**src/core/ebwm_pkg.sv**
```systemverilog
// Purpose: Shared constants and types for the external bus write-mode block.
// Assumes: 32-bit APB register access, pclk at 20 MHz, four pclk per instruction cycle.
// Notes: Every offset, field position outside the status word, reset value and phase length lives here.
package ebwm_pkg;

	// ------------------------------------------------------------
	// Register map and fields
	// ------------------------------------------------------------
	localparam logic [7:0] OFF_BUS_CTRL = 8'h00;
	localparam logic [7:0] OFF_CFG = 8'h04;
	localparam logic [7:0] OFF_STATUS = 8'h08;
	localparam logic [7:0] BUS_CTRL_RESET = 8'h30; // Wait field defaults to three.
	localparam logic [7:0] BUS_CTRL_MASK = 8'hb3;
	localparam int RELEASE_BIT = 7;
	localparam int WAIT_LSB = 4;
	localparam int STYLE_LSB = 0;
	localparam logic [1:0] CFG_RESET = 2'h0;
	localparam int CFG_W8_BIT = 0;
	localparam int CFG_WAITEN_BIT = 1;

	// ------------------------------------------------------------
	// Timing
	// ------------------------------------------------------------
	localparam int CLK_NS = 50;
	localparam int TCY_NS = 200;
	localparam logic [3:0] TCY_CLKS = 4'(TCY_NS / CLK_NS);
	localparam logic [3:0] ADDR_CLKS = 4'h1;
	localparam logic [3:0] DATA_CLKS = TCY_CLKS - ADDR_CLKS;
	localparam logic [3:0] HALF_CLKS = TCY_CLKS >> 1;
	localparam logic [3:0] BYTE0_CLKS = HALF_CLKS - ADDR_CLKS;

	// ------------------------------------------------------------
	// Types
	// ------------------------------------------------------------
	typedef enum logic [1:0] {
		STYLE_BYTE_WRITE = 2'h0,
		STYLE_WORD_WRITE = 2'h1,
		STYLE_BYTE_SELECT = 2'h2,
		STYLE_SPARE = 2'h3
	} ebwm_style_t;

	typedef enum logic [1:0] {
		OP_FETCH = 2'h0,
		OP_TREAD = 2'h1,
		OP_TWRITE = 2'h2,
		OP_NONE = 2'h3
	} ebwm_op_t;

	typedef enum logic [2:0] {
		ST_IDLE = 3'h0,
		ST_ADDR = 3'h1,
		ST_DATA = 3'h2,
		ST_BYTE1 = 3'h3,
		ST_WAIT = 3'h4
	} ebwm_seq_t;

	typedef struct packed {
		logic [15:0] ad_out;
		logic ad_oe;
		logic [3:0] addr_hi;
		logic ale;
		logic oe_n;
		logic write_strobe_high_n;
		logic write_strobe_low_n;
		logic ce_n;
		logic upper_byte_enable_n;
		logic lower_byte_enable_n;
		logic byte_address_out;
		logic pins_as_ports;
	} ebwm_pins_t;

	typedef struct packed {
		ebwm_op_t kind;
		logic [20:0] table_pointer;
		logic [7:0] table_byte_latch;
	} ebwm_req_t;

endpackage

```
**src/core/ebwm_bus.sv**
```systemverilog
// Purpose: External memory bus sequencer with 16-bit write styles and 8-bit muxed mode.
// Assumes: Core requests and power states arrive on pclk; the bus data pins do not.
// Notes: One instruction cycle is four pclk; registers sit on APB with a one-cycle access.
//
// Notes on behaviour
// - Word-write even: latch byte held, bus tri-stated.
// - Word-write even: no write strobe.
// - Word-write odd: latch high, held byte low.
// - Word-write odd: high strobe, both byte enables.
// - Word-write: byte address shows pointer LSB.
// - Byte-select: byte on both halves, high strobe.
// - Byte-select: pointer LSB drives enables, address.
// - Eight-bit width is always multiplexed.
// - Eight-bit fetch: two bytes per cycle.
// - Eight-bit: ALE, first byte, toggle, second.
// - Eight-bit writes: byte address follows pointer.
// - Chip select low per access, high asleep.
// - Slow run modes: bus follows clock.
// - Sleep and idle freeze the bus.
// - Sleep/idle force select and enables high.
// - Sleep instruction always freezes the bus.
// - Two-bit field selects the write style.
// - Wait field adds zero to three cycles.
// - Byte-write: both halves, strobe by LSB.
// - Release bit hands idle pins to ports.
`timescale 1ns/1ps

module ebwm_bus
	import ebwm_pkg::*;
(
	input wire logic pclk,
	input wire logic presetn,
	input wire logic psel,
	input wire logic penable,
	input wire logic pwrite,
	input wire logic [7:0] paddr,
	input wire logic [31:0] pwdata,
	output logic [31:0] prdata,
	output logic pready,
	output logic pslverr,
	input wire logic req_valid,
	input wire ebwm_pkg::ebwm_req_t req,
	output logic req_ready,
	output logic resp_valid,
	output logic [15:0] resp_data,
	input wire logic sleep_in,
	input wire logic idle_in,
	input wire logic [15:0] ad_in,
	output ebwm_pkg::ebwm_pins_t bus_pins
);
	import ebwm_pkg::*;

	typedef struct packed {
		ebwm_seq_t st;
		logic [3:0] cnt;
		ebwm_req_t op;
		logic [7:0] hold;
		logic [15:0] rdata;
		logic [7:0] bus_ctrl;
		logic [1:0] cfg;
		logic [15:0] sync1;
		logic [15:0] sync2;
		ebwm_pins_t pins;
		logic resp_valid;
		logic [31:0] prdata;
		logic pslverr;
	} ebwm_all_t;

	ebwm_all_t r;
	ebwm_all_t nxt;
	logic frozen;

	// ------------------------------------------------------------
	// Helpers
	// ------------------------------------------------------------

	// Unused style code falls back to byte-select.
	function automatic ebwm_style_t style_of(input logic [7:0] ctrl);
		ebwm_style_t s;
		s = ebwm_style_t'(ctrl[STYLE_LSB +: 2]);
		if (s == STYLE_SPARE) begin
			s = STYLE_BYTE_SELECT;
		end
		return s;
	endfunction

	// Pins of an idle bus, either released to ports or parked inactive.
	function automatic ebwm_pins_t idle_pins(input logic release_bit);
		ebwm_pins_t p;
		p = '0;
		p.oe_n = 1'b1;
		p.write_strobe_high_n = 1'b1;
		p.write_strobe_low_n = 1'b1;
		p.ce_n = 1'b1;
		p.upper_byte_enable_n = 1'b1;
		p.lower_byte_enable_n = 1'b1;
		p.pins_as_ports = release_bit;
		return p;
	endfunction

	// Address phase: ALE high with the address driven on the shared lines.
	function automatic ebwm_pins_t addr_pins(input logic [20:0] a);
		ebwm_pins_t p;
		p = idle_pins(1'b0);
		p.ad_out = a[16:1];
		p.ad_oe = 1'b1;
		p.addr_hi = a[20:17];
		p.byte_address_out = a[0];
		p.ale = 1'b1;
		p.ce_n = 1'b0;
		return p;
	endfunction

	// Data phase levels for the captured operation; second selects the second byte slot.
	function automatic ebwm_pins_t data_pins(input ebwm_req_t o, input logic [7:0] hold,
		input ebwm_style_t s, input logic w8, input logic second);
		ebwm_pins_t p;
		logic lsb;
		p = addr_pins(o.table_pointer);
		lsb = o.table_pointer[0];
		p.ale = 1'b0;
		p.ad_oe = 1'b0;
		p.upper_byte_enable_n = 1'b0;
		p.lower_byte_enable_n = 1'b0;
		if (o.kind != OP_TWRITE) begin
			p.oe_n = 1'b0;
			if (w8 && o.kind == OP_FETCH) begin
				p.byte_address_out = second;
			end
		end else if (w8) begin
			// Only the low eight lines carry data; the upper lines keep the address.
			p.ad_out[7:0] = o.table_byte_latch;
			p.ad_oe = 1'b1;
			p.byte_address_out = lsb;
			p.write_strobe_high_n = 1'b0;
		end else begin
			unique case (s)
				STYLE_BYTE_WRITE: begin
					p.ad_out = {o.table_byte_latch, o.table_byte_latch};
					p.ad_oe = 1'b1;
					p.write_strobe_high_n = ~lsb;
					p.write_strobe_low_n = lsb;
				end
				STYLE_WORD_WRITE: begin
					// Both enables stay active; the byte address is shown but unused.
					p.byte_address_out = lsb;
					if (lsb) begin
						p.ad_out = {o.table_byte_latch, hold};
						p.ad_oe = 1'b1;
						p.write_strobe_high_n = 1'b0;
					end
				end
				default: begin
					p.ad_out = {o.table_byte_latch, o.table_byte_latch};
					p.ad_oe = 1'b1;
					p.write_strobe_high_n = 1'b0;
					p.upper_byte_enable_n = ~lsb;
					p.lower_byte_enable_n = lsb;
				end
			endcase
		end
		return p;
	endfunction

	// ------------------------------------------------------------
	// Handshake outputs
	// ------------------------------------------------------------

	// Sleep or idle stops the sequencer where it stands.
	assign frozen = sleep_in | idle_in;
	assign req_ready = (r.st == ST_IDLE) && !frozen;
	assign pready = 1'b1;
	assign prdata = r.prdata;
	assign pslverr = r.pslverr;
	assign resp_valid = r.resp_valid;
	assign resp_data = r.rdata;
	assign bus_pins = r.pins;

	// ------------------------------------------------------------
	// Next state
	// ------------------------------------------------------------

	// All bus timing counts pclk, so a slower core clock stretches every phase alike.
	always_comb begin
		logic w8;
		logic waits;
		ebwm_style_t s;
		w8 = 1'b0;
		waits = 1'b0;
		s = STYLE_BYTE_WRITE;
		nxt = r;
		nxt.resp_valid = 1'b0;
		// The sync pipe pauses with the sequencer, so a captured byte stays matched to its slot.
		if (!frozen) begin
			nxt.sync1 = ad_in;
			nxt.sync2 = r.sync1;
		end
		w8 = r.cfg[CFG_W8_BIT];
		s = style_of(r.bus_ctrl);
		waits = r.cfg[CFG_WAITEN_BIT] && (r.bus_ctrl[WAIT_LSB +: 2] != 2'h0);

		// Read data and error are prepared in the setup cycle, so they are flops.
		if (psel && !penable) begin
			nxt.pslverr = 1'b0;
			unique case (paddr)
				OFF_BUS_CTRL: nxt.prdata = {24'h0, r.bus_ctrl};
				OFF_CFG: nxt.prdata = {30'h0, r.cfg};
				OFF_STATUS: nxt.prdata = {19'h0, frozen, r.st, r.hold, 1'b0};
				default: begin
					nxt.prdata = 32'h0;
					nxt.pslverr = 1'b1;
				end
			endcase
		end
		if (psel && penable && pwrite) begin
			if (paddr == OFF_BUS_CTRL) begin
				nxt.bus_ctrl = pwdata[7:0] & BUS_CTRL_MASK;
			end
			if (paddr == OFF_CFG) begin
				nxt.cfg = pwdata[1:0];
			end
		end

		if (frozen) begin
			// Pins hold their entry levels except select and byte enables.
			nxt.pins.ce_n = 1'b1;
			nxt.pins.upper_byte_enable_n = 1'b1;
			nxt.pins.lower_byte_enable_n = 1'b1;
		end else begin
			unique case (r.st)
				ST_IDLE: begin
					nxt.pins = idle_pins(r.bus_ctrl[RELEASE_BIT]);
					if (req_valid) begin
						nxt.op = req;
						nxt.st = ST_ADDR;
						nxt.cnt = ADDR_CLKS - 4'h1;
						nxt.pins = addr_pins(req.table_pointer);
					end
				end
				ST_ADDR: begin
					nxt.pins = addr_pins(r.op.table_pointer);
					nxt.cnt = r.cnt - 4'h1;
					if (r.cnt == 4'h0) begin
						nxt.st = ST_DATA;
						nxt.cnt = (w8 && r.op.kind == OP_FETCH) ? BYTE0_CLKS - 4'h1
							: DATA_CLKS - 4'h1;
						nxt.pins = data_pins(r.op, r.hold, s, w8, 1'b0);
					end
				end
				ST_DATA: begin
					nxt.pins = data_pins(r.op, r.hold, s, w8, 1'b0);
					nxt.cnt = r.cnt - 4'h1;
					if (r.cnt == 4'h0) begin
						nxt.pins.oe_n = 1'b1;
						nxt.pins.write_strobe_high_n = 1'b1;
						nxt.pins.write_strobe_low_n = 1'b1;
						if (r.op.kind == OP_TWRITE && !w8 && s == STYLE_WORD_WRITE
							&& !r.op.table_pointer[0]) begin
							// Even half of a word write only fills the holding byte.
							nxt.hold = r.op.table_byte_latch;
						end
						if (w8) begin
							nxt.rdata = {8'h0, r.sync2[7:0]};
						end else begin
							nxt.rdata = r.sync2;
						end
						if (w8 && r.op.kind == OP_FETCH) begin
							nxt.st = ST_BYTE1;
							nxt.cnt = HALF_CLKS - 4'h1;
							nxt.pins = data_pins(r.op, r.hold, s, w8, 1'b1);
						end else if (waits && r.op.kind != OP_FETCH) begin
							nxt.st = ST_WAIT;
							nxt.cnt = 4'(r.bus_ctrl[WAIT_LSB +: 2] * TCY_CLKS) - 4'h1;
						end else begin
							nxt.st = ST_IDLE;
							nxt.resp_valid = 1'b1;
							nxt.pins = idle_pins(r.bus_ctrl[RELEASE_BIT]);
						end
					end
				end
				ST_BYTE1: begin
					// Second byte slot: the byte address has toggled high.
					nxt.pins = data_pins(r.op, r.hold, s, w8, 1'b1);
					nxt.cnt = r.cnt - 4'h1;
					if (r.cnt == 4'h0) begin
						// Byte zero has just reached the second sync flop; byte one needs
						// one more pclk, so the bus parks and a one-cycle tail collects it.
						// The unused latch field of a fetch keeps byte zero meanwhile.
						nxt.op.table_byte_latch = r.sync2[7:0];
						nxt.st = ST_WAIT;
						nxt.cnt = 4'h0;
						nxt.pins = idle_pins(r.bus_ctrl[RELEASE_BIT]);
					end
				end
				ST_WAIT: begin
					// Strobes are already off; the address stays on while memory settles.
					// A narrow fetch passes here once only to let its second byte arrive.
					if (r.op.kind != OP_FETCH) begin
						nxt.pins.ce_n = 1'b0;
						nxt.pins.upper_byte_enable_n = 1'b0;
						nxt.pins.lower_byte_enable_n = 1'b0;
					end
					nxt.cnt = r.cnt - 4'h1;
					if (r.cnt == 4'h0) begin
						if (r.op.kind == OP_FETCH) begin
							nxt.rdata = {r.sync2[7:0], r.op.table_byte_latch};
						end
						nxt.st = ST_IDLE;
						nxt.resp_valid = 1'b1;
						nxt.pins = idle_pins(r.bus_ctrl[RELEASE_BIT]);
					end
				end
				default: begin
					nxt.st = ST_IDLE;
					nxt.pins = idle_pins(r.bus_ctrl[RELEASE_BIT]);
				end
			endcase
		end
	end

	// ------------------------------------------------------------
	// State register
	// ------------------------------------------------------------

	// The sync2 field is the only reader of sync1, keeping the crossing clean.
	always_ff @(posedge pclk or negedge presetn) begin
		if (!presetn) begin
			r <= '0;
			r.st <= ST_IDLE;
			r.op.kind <= OP_NONE;
			r.bus_ctrl <= BUS_CTRL_RESET;
			r.cfg <= CFG_RESET;
			r.pins.oe_n <= 1'b1;
			r.pins.write_strobe_high_n <= 1'b1;
			r.pins.write_strobe_low_n <= 1'b1;
			r.pins.ce_n <= 1'b1;
			r.pins.upper_byte_enable_n <= 1'b1;
			r.pins.lower_byte_enable_n <= 1'b1;
		end else begin
			r <= nxt;
		end
	end

endmodule

```
**config.mk**
```make
export PLATFORM = sky130hd
export DESIGN_NAME = ebwm_bus
export DESIGN_NICKNAME = d
export VERILOG_FILES = /design/src/core/ebwm_pkg.sv /design/src/core/ebwm_bus.sv
export SDC_FILE = /design/constraint.sdc
export NUM_CORES = 1
export LEC_CHECK = 0
export BUFFER_PORTS_ARGS = -buffer_cell sky130_fd_sc_hd__buf_2
export CORE_MARGIN = 3
export CORE_UTILIZATION = 47
export CTS_CLUSTER_SIZE = 12
export DETAILED_ROUTE_END_ITERATION = 10
export PLACE_DENSITY = 0.71
export SLEW_MARGIN = 20
export SYNTH_ARGS = -nofsm -noshare
export SYNTH_HDL_FRONTEND = slang
export SYNTH_SLANG_ARGS = --single-unit
```
**constraint.sdc**
```tcl
create_clock -name pclk -period 2.5 [get_ports pclk]
set_input_delay 0.5 -clock pclk [delete_from_list [all_inputs] [get_ports pclk]]
set_output_delay 0.5 -clock pclk [all_outputs]
set_load 0.01 [all_outputs]
```
# Word-level counts from Yosys, hierarchy flattened
# Cells that the tools add are included.
# Widths: inputs -> output; s select.
dict set report word_totals {
  out_inout_bits 82
  register_bits 165
  inputBits 95
  elab_cells 140
}
dict set report op_classes {
  eq_ne 17
  mux 57
  n_addsub 2
  bitwise_logic 3
  reduce_logical 35
}
# cell n
set op_table {}
lappend op_table {{$pmux 30 s5} 1}
lappend op_table {{$mux 30} 4}
lappend op_table {{$mux 31} 3}
lappend op_table {{$mux 17} 4}
lappend op_table {{$mux 16} 4}
lappend op_table {{$pmux 13 s3} 1}
lappend op_table {{$mux 38} 1}
lappend op_table {{$pmux 16 s2} 1}
lappend op_table {{$mux 7} 4}
lappend op_table {{$pmux 4 s5} 1}
lappend op_table {{$mux 8} 2}
lappend op_table {{$pmux 8 s2} 1}
lappend op_table {{$pmux 3 s5} 1}
lappend op_table {{$mux 1} 14}
lappend op_table {{$mux 2} 7}
lappend op_table {{$ne 2x2->1 const B} 7}
lappend op_table {{$mux 3} 4}
lappend op_table {{$logic_and 1x1->1} 10}
lappend op_table {{$mux 9} 1}
lappend op_table {{$eq 8x3->1 const B} 1}
lappend op_table {{$eq 8x4->1 const B} 1}
lappend op_table {{$logic_not 8->1} 1}
lappend op_table {{$reduce_and 4->1} 2}
lappend op_table {{$reduce_bool 2->1} 4}
lappend op_table {{22 further kinds} 34}

# Longest topological paths before layout
# Gate-level depths: netlist of run 1.
dict set report depth {
  depth_word 13
  ltp_mapped 9
  depth_no_buf 7
}

# Worst setup path before layout of run 1
# Ideal clock, no wire load.
dict set report synth_path {
  path_kind {register -> register}
  from {register r[161] (netlist name)}
  to {register r[122] (netlist name)}
  arrival_ns 2.093
  synth_period_minus_slack_ns 2.218
  path_stages_with_launch 9
  path_buffers 1
  setup_ns 0.125
  slack_ns 0.282
  required_ns 2.375
  path_cell_list {dfrtp_1 > inv_1 > ha_1 > or3b_1 > buf_2 > nor3_2 > nand2_1 > nor3_4 > mux2_2}
}
dict set report synth_between {
  elab_chain_len 2
}
# element line
set synth_lines {}
lappend synth_lines {{start: declaration} ebwm_bus.sv:69} ;# ebwm_all_t r;
lappend synth_lines {{start signal: assignment} ebwm_bus.sv:340} ;# r <= nxt;
lappend synth_lines {{$logic_not 4->1} ebwm_bus.sv:253} ;# if (r.cnt == 4'h0) begin
lappend synth_lines {{$reduce_and 4->1 (no line)} -}
# Every way passes these cells.
# A chain may end at the register's enable or synchronous reset.

# Final worst setup path of run 1
dict set report layout_path {
  from {register r[161] (netlist name)}
  to {register r[123] (netlist name)}
}
# The elaborated chain is that of the path after synthesis.

==> flow_summary_export.csv, run 1 <==
group,metric,value,unit
run_status,outcome,"finished with violations",
run_status,violations,"hold timing",
finish,finish.instance_area,0.00867,mm2
clock_tree,cts_tree,"built",
power,power_leakage,4.30,nW
logic_synthesis,synth_edf_count,0,
finish,layout-drive-gt1-share,28.5,%
clock_tree,postCtsHoldBufs,0,
sta,finalClockSkew,0.00892,ns
sta,max_freq,0.427,GHz
route,via_per_inst,5.48,
setup_path,r2r_cells,7,
logic_synthesis,ys_ff_latch,146,
grt,grt_max_degree,67,
setup_path,worstSetupStartpoint,"r[161]",
clock_tree,clk_pin_slew,0.06,ns
sta,layout_worst_path_cycle_share,93.7,%
placement,postPlaceCellArea,0.00804,mm2
setup_path,startpoint_type,"register",
route,ant_nets,0,
setup_path,cp_max_fo,8,
logic_synthesis,yosys-top-cells-area,"dfrtp_1 45%, nand2_1 8.0%, buf_4 7.8%",
die,die_x,133,um
logic_synthesis,synth_area_per_cell,9.48,um2
die,rows,45,
setup_path,critical_path_class,"register to register",
logic_synthesis,async_flop_share,100,%
finish,nFillCells,1384,
logic_synthesis,ys_warn_count,0,
grt,antenna_found_initial,0,
setup_path,cp.arrival,2.65,ns
route,drt_first_pass_iters,5,
logic_synthesis,synthesis.area,0.00757,mm2
route,drcViolationCount,0,
placement,io_buffers,129,
placement,gp_congestion,0.898,
power,powerDensity,1060,mW/mm2
setup_path,crit_path_end_kind,"register",
sta,hold_viol_final,2,
setup_path,worstPathRequired,2.81,ns
setup_path,reg2reg_to,"r[123]",
logic_synthesis,post-synth-top-area-fraction,44.9,%
sta,min_period,2.34,ns
logic_synthesis,yosysUniqueCellTypes,62,
finish,diodes,0,
hold_path,min_path_type,"primary input to asynchronous set/reset pin",
die,die-area,0.0177,mm2
route,drtIter0Drc,554,
setup_path,regToRegSetupSlack,0.16,ns
die,core-area,0.0155,mm2
setup_path,slowest_stage,"nor3_4",
logic_synthesis,synth_largest_area_cell,"dfrtp_1",
die,fp.dieH,133,um
clock_tree,clock_sinks,146,
die,start_util,48.9,%
sta,max_slew_margin,37.6,%
grt,met3_usage,5.36,%
logic_synthesis,syn_inst,799,
setup_path,max_stage_delay,0.42,ns
clock_tree,clock_latency,0.43,ns
sta,layout_setup_ws,0.158,ns
sta,hold_ws,-0.00850,ns
clock_tree,cts_buffers,17,
route,routedWlPerCell,17.1,um
clock_tree,cts_setup_buffers,0,
logic_synthesis,synth.most_common_cell,"nand2_1",
grt,met1_usage,30.4,%
logic_synthesis,synth_ff_type,"dfrtp_1",
grt,grtUsageTotal,21.3,%
logic_synthesis,synth_commonest_cells,"161 x nand2_1, 136 x dfrtp_1, 79 x buf_4, 43 x o21ai_0, 38 x clkbuf_1",
grt,grt_pass1_vias,5664,
grt,grt_overflow,0,
flow_run,maxCapViolCount,0,
route,vias,5984,
grt,grt_pass1_wl,30200,um
route,routed_wl,18700,um
finish,num-nets-final,966,
placement,dp_hpwl,13300,um
grt,top_usage_layer,"met2",
finish,final_cells,1092,
placement,dp_slack,0.184,ns
sta,tns,0,ns
sta,slew_viol_final,0,
die,boundaryPins,177,
placement,dp_cells,1060,
power,ir_drop,491,uV
clock_tree,cts_root_buffer,"clkbuf_16",
sta,worst_pin_slew,0.930,ns
clock_tree,cts_htree_levels,4,
grt,grt_use_met2,31.4,%
sta,setup_viol,0,
sta,rsz0062_at_grt,"no",
clock_tree,cts_buffer_depth,2,
setup_path,r2r-start,"r[161]",
finish,area_growth,14.5,%
setup_path,cp_cell_sequence,"inv_1 > ha_1 > or3b_1 > nor3_2 > nand2_1 > nor3_4 > mux2_2",
logic_synthesis,yosysSeqAreaShare,48.4,%
[sequential cells by signal, summed over array words and instances (netlist names)]
| register | cells |
|---|---|
| resp_valid | 1 |
| resp_data | 16 |
| r | 85 |
| prdata | 13 |
| bus_pins | 30 |
| pslverr | 1 |
[worst max path at each step]
| stage | depth (start not counted) | slack (ns) | end |
|---|---|---|---|
| global placement | 7 | 0.23 | r[126] |
| detailed placement | 7 | 0.18 | r[128] |
| finish | 7 | 0.16 | r[123] |
| floorplan | 8 | 0.28 | r[122] |
| global route | 7 | 0.02 | r[133] |
| CTS | 9 | 0.16 | bus_pins[28] |
[worst max-delay path: cells and delay by family (launching register included)]
kind	cells	cell delay [ns]
AND/OR/NAND/NOR	4	1.17
flip-flops	1	0.40
multiplexers	1	0.38
adder cells (fa/ha/maj)	1	0.16
buffers and inverters	1	0.11
[stage by stage]
step	util (%)	hold WS (ns)	total power, mW
5_1_grt	56.0	0.00591	9.75
2_1_floorplan	-	0.204	5.79
6_report	56.0	-0.00850	9.22
3_5_place_dp	51.9	0.449	6.55
4_1_cts	56.0	0.00733	9.24
3_3_place_gp	51.9	0.448	6.49
[what timing repair did]
action,4_1_cts,5_1_grt
endpoints found under the hold margin,0,0
setup endpoints to repair,0,13
resized for setup,0,1
[cells in the final DEF, fill, tap and decap left out, types with 3 or more instances in the layout]
cell type,instances
nor3_1,8
nand3_1,7
inv_1,15
mux2_2,33
or4_1,4
nand2b_1,6
or3_1,4
a22o_1,8
mux2i_1,24
and3_1,14
conb_1,20
a22oi_1,16
o21ai_0,43
dfrtp_1,136
buf_4,32
dfstp_2,10
inv_6,5
nor2_1,36
o211ai_1,3
a21oi_1,32
a31oi_1,12
nor2b_1,3
nor3b_1,10
o22ai_1,7
o221ai_1,18
a21o_1,5
buf_2,128
bufinv_16,3
a221o_1,5
nand2_1,161
clkbuf_16,17
or3b_2,3
ha_1,3
[per-layer routing]
| layer | part of all wire [%] | wire, um | vias up |
|---|---|---|---|
| li1 | - | - | 2844 |
| met1 | 45 | 8470 | 2889 |
| met2 | 45 | 8400 | 214 |
| met3 | 7.0 | 1320 | 37 |
| met4 | 2.6 | 478 | 0 |
| met5 | 0 | 0 | - |
[final cells by class]
| cell class | instances | area, um2 | share of cell area, % |
|---|---|---|---|
| sequential | 146 | 3670 | 42.3 |
| multi-input combinational | 524 | 3130 | 36.0 |
| timing repair buffer | 163 | 932 | 10.7 |
| clock buffer | 19 | 453 | 5.22 |
| tap | 211 | 264 | 3.04 |
| clock inverter | 13 | 171 | 1.98 |
| inverter | 16 | 60.1 | 0.693 |
[logic make-up after synthesis]
family                   count (synthesis)  share of synthesized area [%]
multiplexers                            57                           8.08
adder cells (fa/ha/maj)                  3                          0.496
other                                    2                         0.0992
buffers and inverters                  147                           11.4
AO/OA/AOI/OAI                          171                           15.0
flip-flops                             146                           48.4
AND/OR/NAND/NOR                        273                           16.6
[power breakdown]
part           switching (mW)  leakage [nW]  total [mW]  internal, mW
Sequential              0.648          1.87        3.69          3.04
Clock                    1.03         0.301        2.67          1.64
Combinational            1.60          2.13        2.87          1.27
Total                    3.27          4.30        9.22          5.95
Note: power is estimated with default switching activity, not from simulation.
==> run 2: changes to the inputs <==
--- a/config.mk
+++ b/config.mk
@@ -6,11 +6,14 @@
 export NUM_CORES = 1
 export LEC_CHECK = 0
 export BUFFER_PORTS_ARGS = -buffer_cell sky130_fd_sc_hd__buf_2
+export CAP_MARGIN = 20
+export CELL_PAD_IN_SITES_DETAIL_PLACEMENT = 1
+export CELL_PAD_IN_SITES_GLOBAL_PLACEMENT = 1
 export CORE_MARGIN = 3
-export CORE_UTILIZATION = 47
+export CORE_UTILIZATION = 41
 export CTS_CLUSTER_SIZE = 12
 export DETAILED_ROUTE_END_ITERATION = 10
-export PLACE_DENSITY = 0.71
+export PLACE_DENSITY_LB_ADDON = 0.1
 export SLEW_MARGIN = 20
 export SYNTH_ARGS = -nofsm -noshare
 export SYNTH_HDL_FRONTEND = slang
==> flow_summary_export.csv, run 2 (synthesis results as in run 1) <==
group,metric,value,unit
power,powerDensity,1070,mW/mm2
finish,num-nets-final,969,
route,via_per_inst,5.49,
clock_tree,cts_htree_levels,4,
flow_run,maxCapViolCount,0,
finish,final_cell_mix,"161 x nand2_1, 136 x dfrtp_1, 128 x buf_2",
finish,area_growth,15.7,%
clock_tree,cts_buffer_depth,2,
die,boundaryPins,177,
route,vias,6109,
power,total_power,9.36,mW
sta,layout_setup_ws,0.184,ns
placement,gp_congestion,0.872,
die,rows,49,
finish,largest_reg_flops,85,
clock_tree,clk_pin_slew,0.06,ns
sta,hold_viol_final,0,
clock_tree,postCtsHoldBufs,0,
grt,met1_usage,32.3,%
setup_path,worstSetupStartpoint,"r[161]",
finish,multi_input_area,0.00312,mm2
setup_path,cp_max_fo,16,
setup_path,worstPathRequired,2.78,ns
clock_tree,cts_tree,"built",
sta,tns,0,ns
route,routed_wl,22100,um
placement,dp_hpwl,15900,um
finish,final_common_cell,"nand2_1",
sta,max_slew_margin,50.0,%
placement,io_buffers,129,
grt,top_usage_layer,"met2",
finish,top_register,"r",
sta,worst_pin_slew,0.749,ns
finish,register_area,0.00367,mm2
sta,min_period,2.32,ns
route,drtIter0Drc,415,
placement,dp_slack,0.140,ns
hold_path,min_path_type,"primary input to asynchronous set/reset pin",
die,die_x,142,um
grt,grtUsageTotal,22.1,%
clock_tree,cts_root_buffer,"clkbuf_16",
grt,antenna_found_initial,0,
setup_path,slowest_stage,"and3_1",
sta,setup_viol,0,
die,core-area,0.0180,mm2
power,p_sw_share,36.2,%
setup_path,crit_path_end_kind,"register",
sta,rsz0062_at_grt,"no",
power,pwr-share-comb,31.7,%
power,p_sw,3.39,mW
sta,slew_viol_final,0,
clock_tree,cts_buffers,17,
grt,met3_usage,4.55,%
setup_path,cp.arrival,2.60,ns
grt,grt_max_degree,62,
setup_path,r2r-start,"r[161]",
finish,diodes,0,
die,die-area,0.0201,mm2
setup_path,max_stage_delay,0.43,ns
setup_path,cp_num_buf_inv,2,
die,fp.dieH,142,um
sta,finalClockSkew,0.00500,ns
run_status,outcome,"complete, no violations",
sta,max_freq,0.432,GHz
sta,layout_worst_path_cycle_share,92.6,%
setup_path,cp_cell_sequence,"inv_1 > ha_1 > or3b_1 > buf_4 > and3_1 > a22oi_1 > o221ai_1",
route,drt_first_pass_iters,4,
setup_path,critical_path_class,"register to register",
power,clockPowerShare,29.0,%
setup_path,cp_top_family,"simple AND/OR/NAND/NOR gates",
power,pwr-share-seq,39.3,%
setup_path,startpoint_type,"register",
grt,grt_pass1_vias,6338,
finish,layout-drive-gt1-share,28.7,%
route,routedWlPerCell,19.8,um
route,ant_nets,0,
finish,nFillCells,2123,
grt,grt_overflow,0,
clock_tree,clock_sinks,146,
grt,grt_use_met2,33.8,%
grt,grt_pass1_wl,34900,um
power,ir_drop,517,uV
die,start_util,42.0,%
power,p_int,5.97,mW
power,power_leakage,4.32,nW
route,drcViolationCount,0,
clock_tree,clock_latency,0.43,ns
run 2: routing by layer:
metal | routed length [um] | part of all wire, %
met2 | 10000 | 45
met3 | 1070 | 4.8
met4 | 369 | 1.7
met1 | 10600 | 48
met5 | 0 | 0
run 2: cell type report:
class                      count  area share [%]
clock buffer                  21            5.48
multi-input combinational    524            35.7
clock inverter                11            1.71
sequential                   146            41.9
inverter                      16           0.686
timing repair buffer         166            11.3
tap                          229            3.27
run 2: power by group through the flow:
| stage | clock network, mW | registers, mW | logic (mW) |
|---|---|---|---|
| floorplan | 0 | 3.41 | 2.38 |
| global placement | 0 | 3.68 | 2.84 |
| detailed placement | 0 | 3.71 | 2.94 |
| CTS | 2.76 | 3.68 | 2.97 |
| global route | 2.87 | 3.77 | 3.28 |
| finish | 2.71 | 3.68 | 2.96 |
run 2: timing repair:
| item | in CTS | in global routing |
|---|---|---|
| buffers inserted | 0 | 1 |
| endpoints found under the setup margin | 0 | 9 |
| gates resized for setup | 0 | 1 |
run 2: through the flow:
step | instance area (um2) | cells | util (%) | hold WS (ns)
2_1_floorplan | 7640 | 817 | - | 0.204
3_3_place_gp | 8110 | 1080 | 45.0 | 0.452
3_5_place_dp | 8110 | 1080 | 45.0 | 0.456
4_1_cts | 8740 | 1112 | 48.5 | 0.0731
5_1_grt | 8760 | 1113 | 48.6 | 0.0873
6_report | 8760 | 1113 | 48.6 | 0.0566
run 2: worst paths after layout:
path,to,slack (ns),cells past startpoint
max,bus_pins[23],0.18,7
min,bus_pins[23],0.06,1
max reg2reg,bus_pins[23],0.18,7
min reg2reg,r[76],0.46,2
max in group asynchronous,bus_pins[4],1.72,2
min in group pclk,r[82],0.26,3
run 2: worst register-to-register path, delay by kind of cell (launching register included):
family	cells	cell delay, ns
flops	1	0.40
compound gates	2	0.47
simple gates	2	0.83
fa+ha+maj	1	0.16
buf+inv	2	0.31
==> run 3: changes to the inputs <==
--- a/config.mk
+++ b/config.mk
@@ -9,11 +9,11 @@
 export CAP_MARGIN = 20
 export CELL_PAD_IN_SITES_DETAIL_PLACEMENT = 1
 export CELL_PAD_IN_SITES_GLOBAL_PLACEMENT = 1
-export CORE_MARGIN = 3
 export CORE_UTILIZATION = 41
 export CTS_CLUSTER_SIZE = 12
 export DETAILED_ROUTE_END_ITERATION = 10
 export PLACE_DENSITY_LB_ADDON = 0.1
+export SETUP_SLACK_MARGIN = 0.3
 export SLEW_MARGIN = 20
 export SYNTH_ARGS = -nofsm -noshare
 export SYNTH_HDL_FRONTEND = slang
==> flow_summary_export.csv, run 3 (synthesis results as in run 1) <==
group,metric,value,unit
run_status,outcome,"finished with violations",
run_status,violations,"hold timing",
sta,hold_ws,-0.00549,ns
finish,finish.instance_area,0.00881,mm2
grt,grt_pass1_vias,6143,
clock_tree,cts_root_buffer,"clkbuf_16",
sta,slew_viol_final,0,
placement,gp_congestion,0.861,
sta,setup_viol,0,
grt,grt_pass1_wl,34700,um
setup_path,slowest_stage,"dfrtp_1",
clock_tree,cts_buffers,17,
placement,postPlaceCellArea,0.00808,mm2
setup_path,cp_num_buf_inv,2,
finish,register_area,0.00367,mm2
finish,nFillCells,2098,
setup_path,critical_path_class,"register to register",
flow_run,maxCapViolCount,0,
sta,finalClockSkew,0.00825,ns
setup_path,max_stage_delay,0.40,ns
sta,min_period,2.16,ns
finish,top_register,"r",
setup_path,crit_path_end_kind,"register",
sta,worst_pin_slew,0.694,ns
route,routed_wl,21700,um
power,pwr-share-seq,38.9,%
finish,final_common_cell,"nand2_1",
route,vias,6113,
power,p_int,6.15,mW
route,via_per_inst,5.49,
die,die-area,0.0190,mm2
setup_path,cp.arrival,2.44,ns
setup_path,startpoint_type,"register",
sta,hold_viol_final,2,
power,power_leakage,4.34,nW
clock_tree,clk_pin_slew,0.06,ns
grt,grtUsageTotal,24.3,%
clock_tree,cts_htree_levels,4,
power,p_sw_share,35.5,%
clock_tree,cts_buffer_depth,2,
sta,max_freq,0.464,GHz
placement,dp_hpwl,15600,um
route,drtIter0Drc,325,
finish,multi_input_area,0.00315,mm2
grt,antenna_found_initial,0,
finish,layout-drive-gt1-share,29.6,%
die,die_x,138,um
setup_path,cp_top_family,"simple AND/OR/NAND/NOR gates",
die,fp.dieH,138,um
power,p_sw,3.38,mW
setup_path,worstPathRequired,2.79,ns
finish,final_cell_mix,"159 x nand2_1, 133 x dfrtp_1, 128 x buf_2",
power,powerDensity,1080,mW/mm2
die,start_util,42.0,%
sta,tns,0,ns
power,clockPowerShare,29.5,%
route,drt_first_pass_iters,5,
route,ant_nets,0,
finish,diodes,0,
sta,max_slew_margin,53.6,%
sta,layout_worst_path_cycle_share,86.3,%
placement,io_buffers,129,
grt,grt_max_degree,58,
setup_path,cp_max_fo,16,
setup_path,cp_cell_sequence,"inv_2 > ha_1 > or3b_4 > buf_4 > and3_2 > a22oi_1 > o221ai_1",
power,ir_drop,529,uV
power,pwr-share-comb,31.6,%
finish,area_growth,16.4,%
clock_tree,clock_sinks,146,
clock_tree,cts_tree,"built",
finish,num-nets-final,969,
finish,largest_reg_flops,85,
grt,grt_overflow,0,
die,core-area,0.0180,mm2
route,drcViolationCount,0,
die,rows,49,
die,boundaryPins,177,
route,routedWlPerCell,19.5,um
clock_tree,clock_latency,0.42,ns
sta,rsz0062_at_grt,"no",
hold_path,min_path_type,"primary input to asynchronous set/reset pin",
run 3: cell types whose count changed in the layout (fill, tap and decap cells not counted), moves of 2 or more:
cell / before / now
clkbuf_8: 4 / 1
clkbuf_1: 0 / 2
nor3b_2: 1 / 3
nor3b_1: 11 / 9
bufinv_16: 3 / 5
dfrtp_1: 136 / 133
clkinv_4: 0 / 2
clkinvlp_4: 5 / 3
nand2_1: 161 / 159
dfrtp_2: 0 / 3
run 3: layout make-up:
cell class,count,share of cell area [%]
Clock buffer,20,5.07
Clock inverter,12,2.31
Inverter,16,0.682
Multi-Input combinational cell,524,35.8
Sequential cell,146,41.6
Tap cell,229,3.25
Timing Repair Buffer,166,11.3
run 3: layer usage:
metal | global-route usage [%] | wire length [um] | share of wire [%] | up-vias
met2 | 37.5 | 10100 | 46 | 172
met5 | 0 | 0 | 0 | -
li1 | - | - | - | 2843
met4 | 7.79 | 337 | 1.6 | 0
met1 | 35.0 | 10200 | 47 | 3073
met3 | 3.58 | 1040 | 4.8 | 25
run 3: path summary, 6_finish.rpt:
path / startpoint / end / slack (ns) / cells after the start
max: r[161] / bus_pins[14] / 0.34 / 7
min: presetn / bus_pins[24] / -0.005 / 1
max reg2reg: r[161] / bus_pins[14] / 0.34 / 7
min reg2reg: r[86] / r[70] / 0.47 / 2
max in group asynchronous: presetn / bus_pins[2] / 1.76 / 2
min in group pclk: ad_in[2] / r[82] / 0.26 / 3
run 3: through the flow:
step | hold WS, ns | std cells | setup WS, ns | util [%] | total power [mW]
final | -0.00549 | 1113 | 0.344 | 48.9 | 9.52
after global routing | 0.0257 | 1113 | 0.292 | 48.9 | 10.1
after CTS | 0.0135 | 1109 | 0.304 | 48.6 | 9.53
after detailed placement | 0.458 | 1076 | 0.0357 | 44.8 | 6.64
after global placement | 0.453 | 1076 | 0.156 | 44.8 | 6.52
after floorplan | 0.204 | 817 | 0.301 | - | 5.79
run 3: repair_timing:
action | CTS | global route
hold buffers | 0 | 0
resized for setup | 6 | 7
endpoints found under the setup margin | 28 | 27
setup buffers | 1 | 4
pin swaps | 2 | 4
run 3: power groups by stage:
stage	clock network [mW]	logic, mW	registers, mW
after global routing	2.95	3.34	3.80
final	2.81	3.01	3.70
after detailed placement	0	2.92	3.73
after CTS	2.86	2.97	3.70
after global placement	0	2.84	3.68
after floorplan	0	2.38	3.41
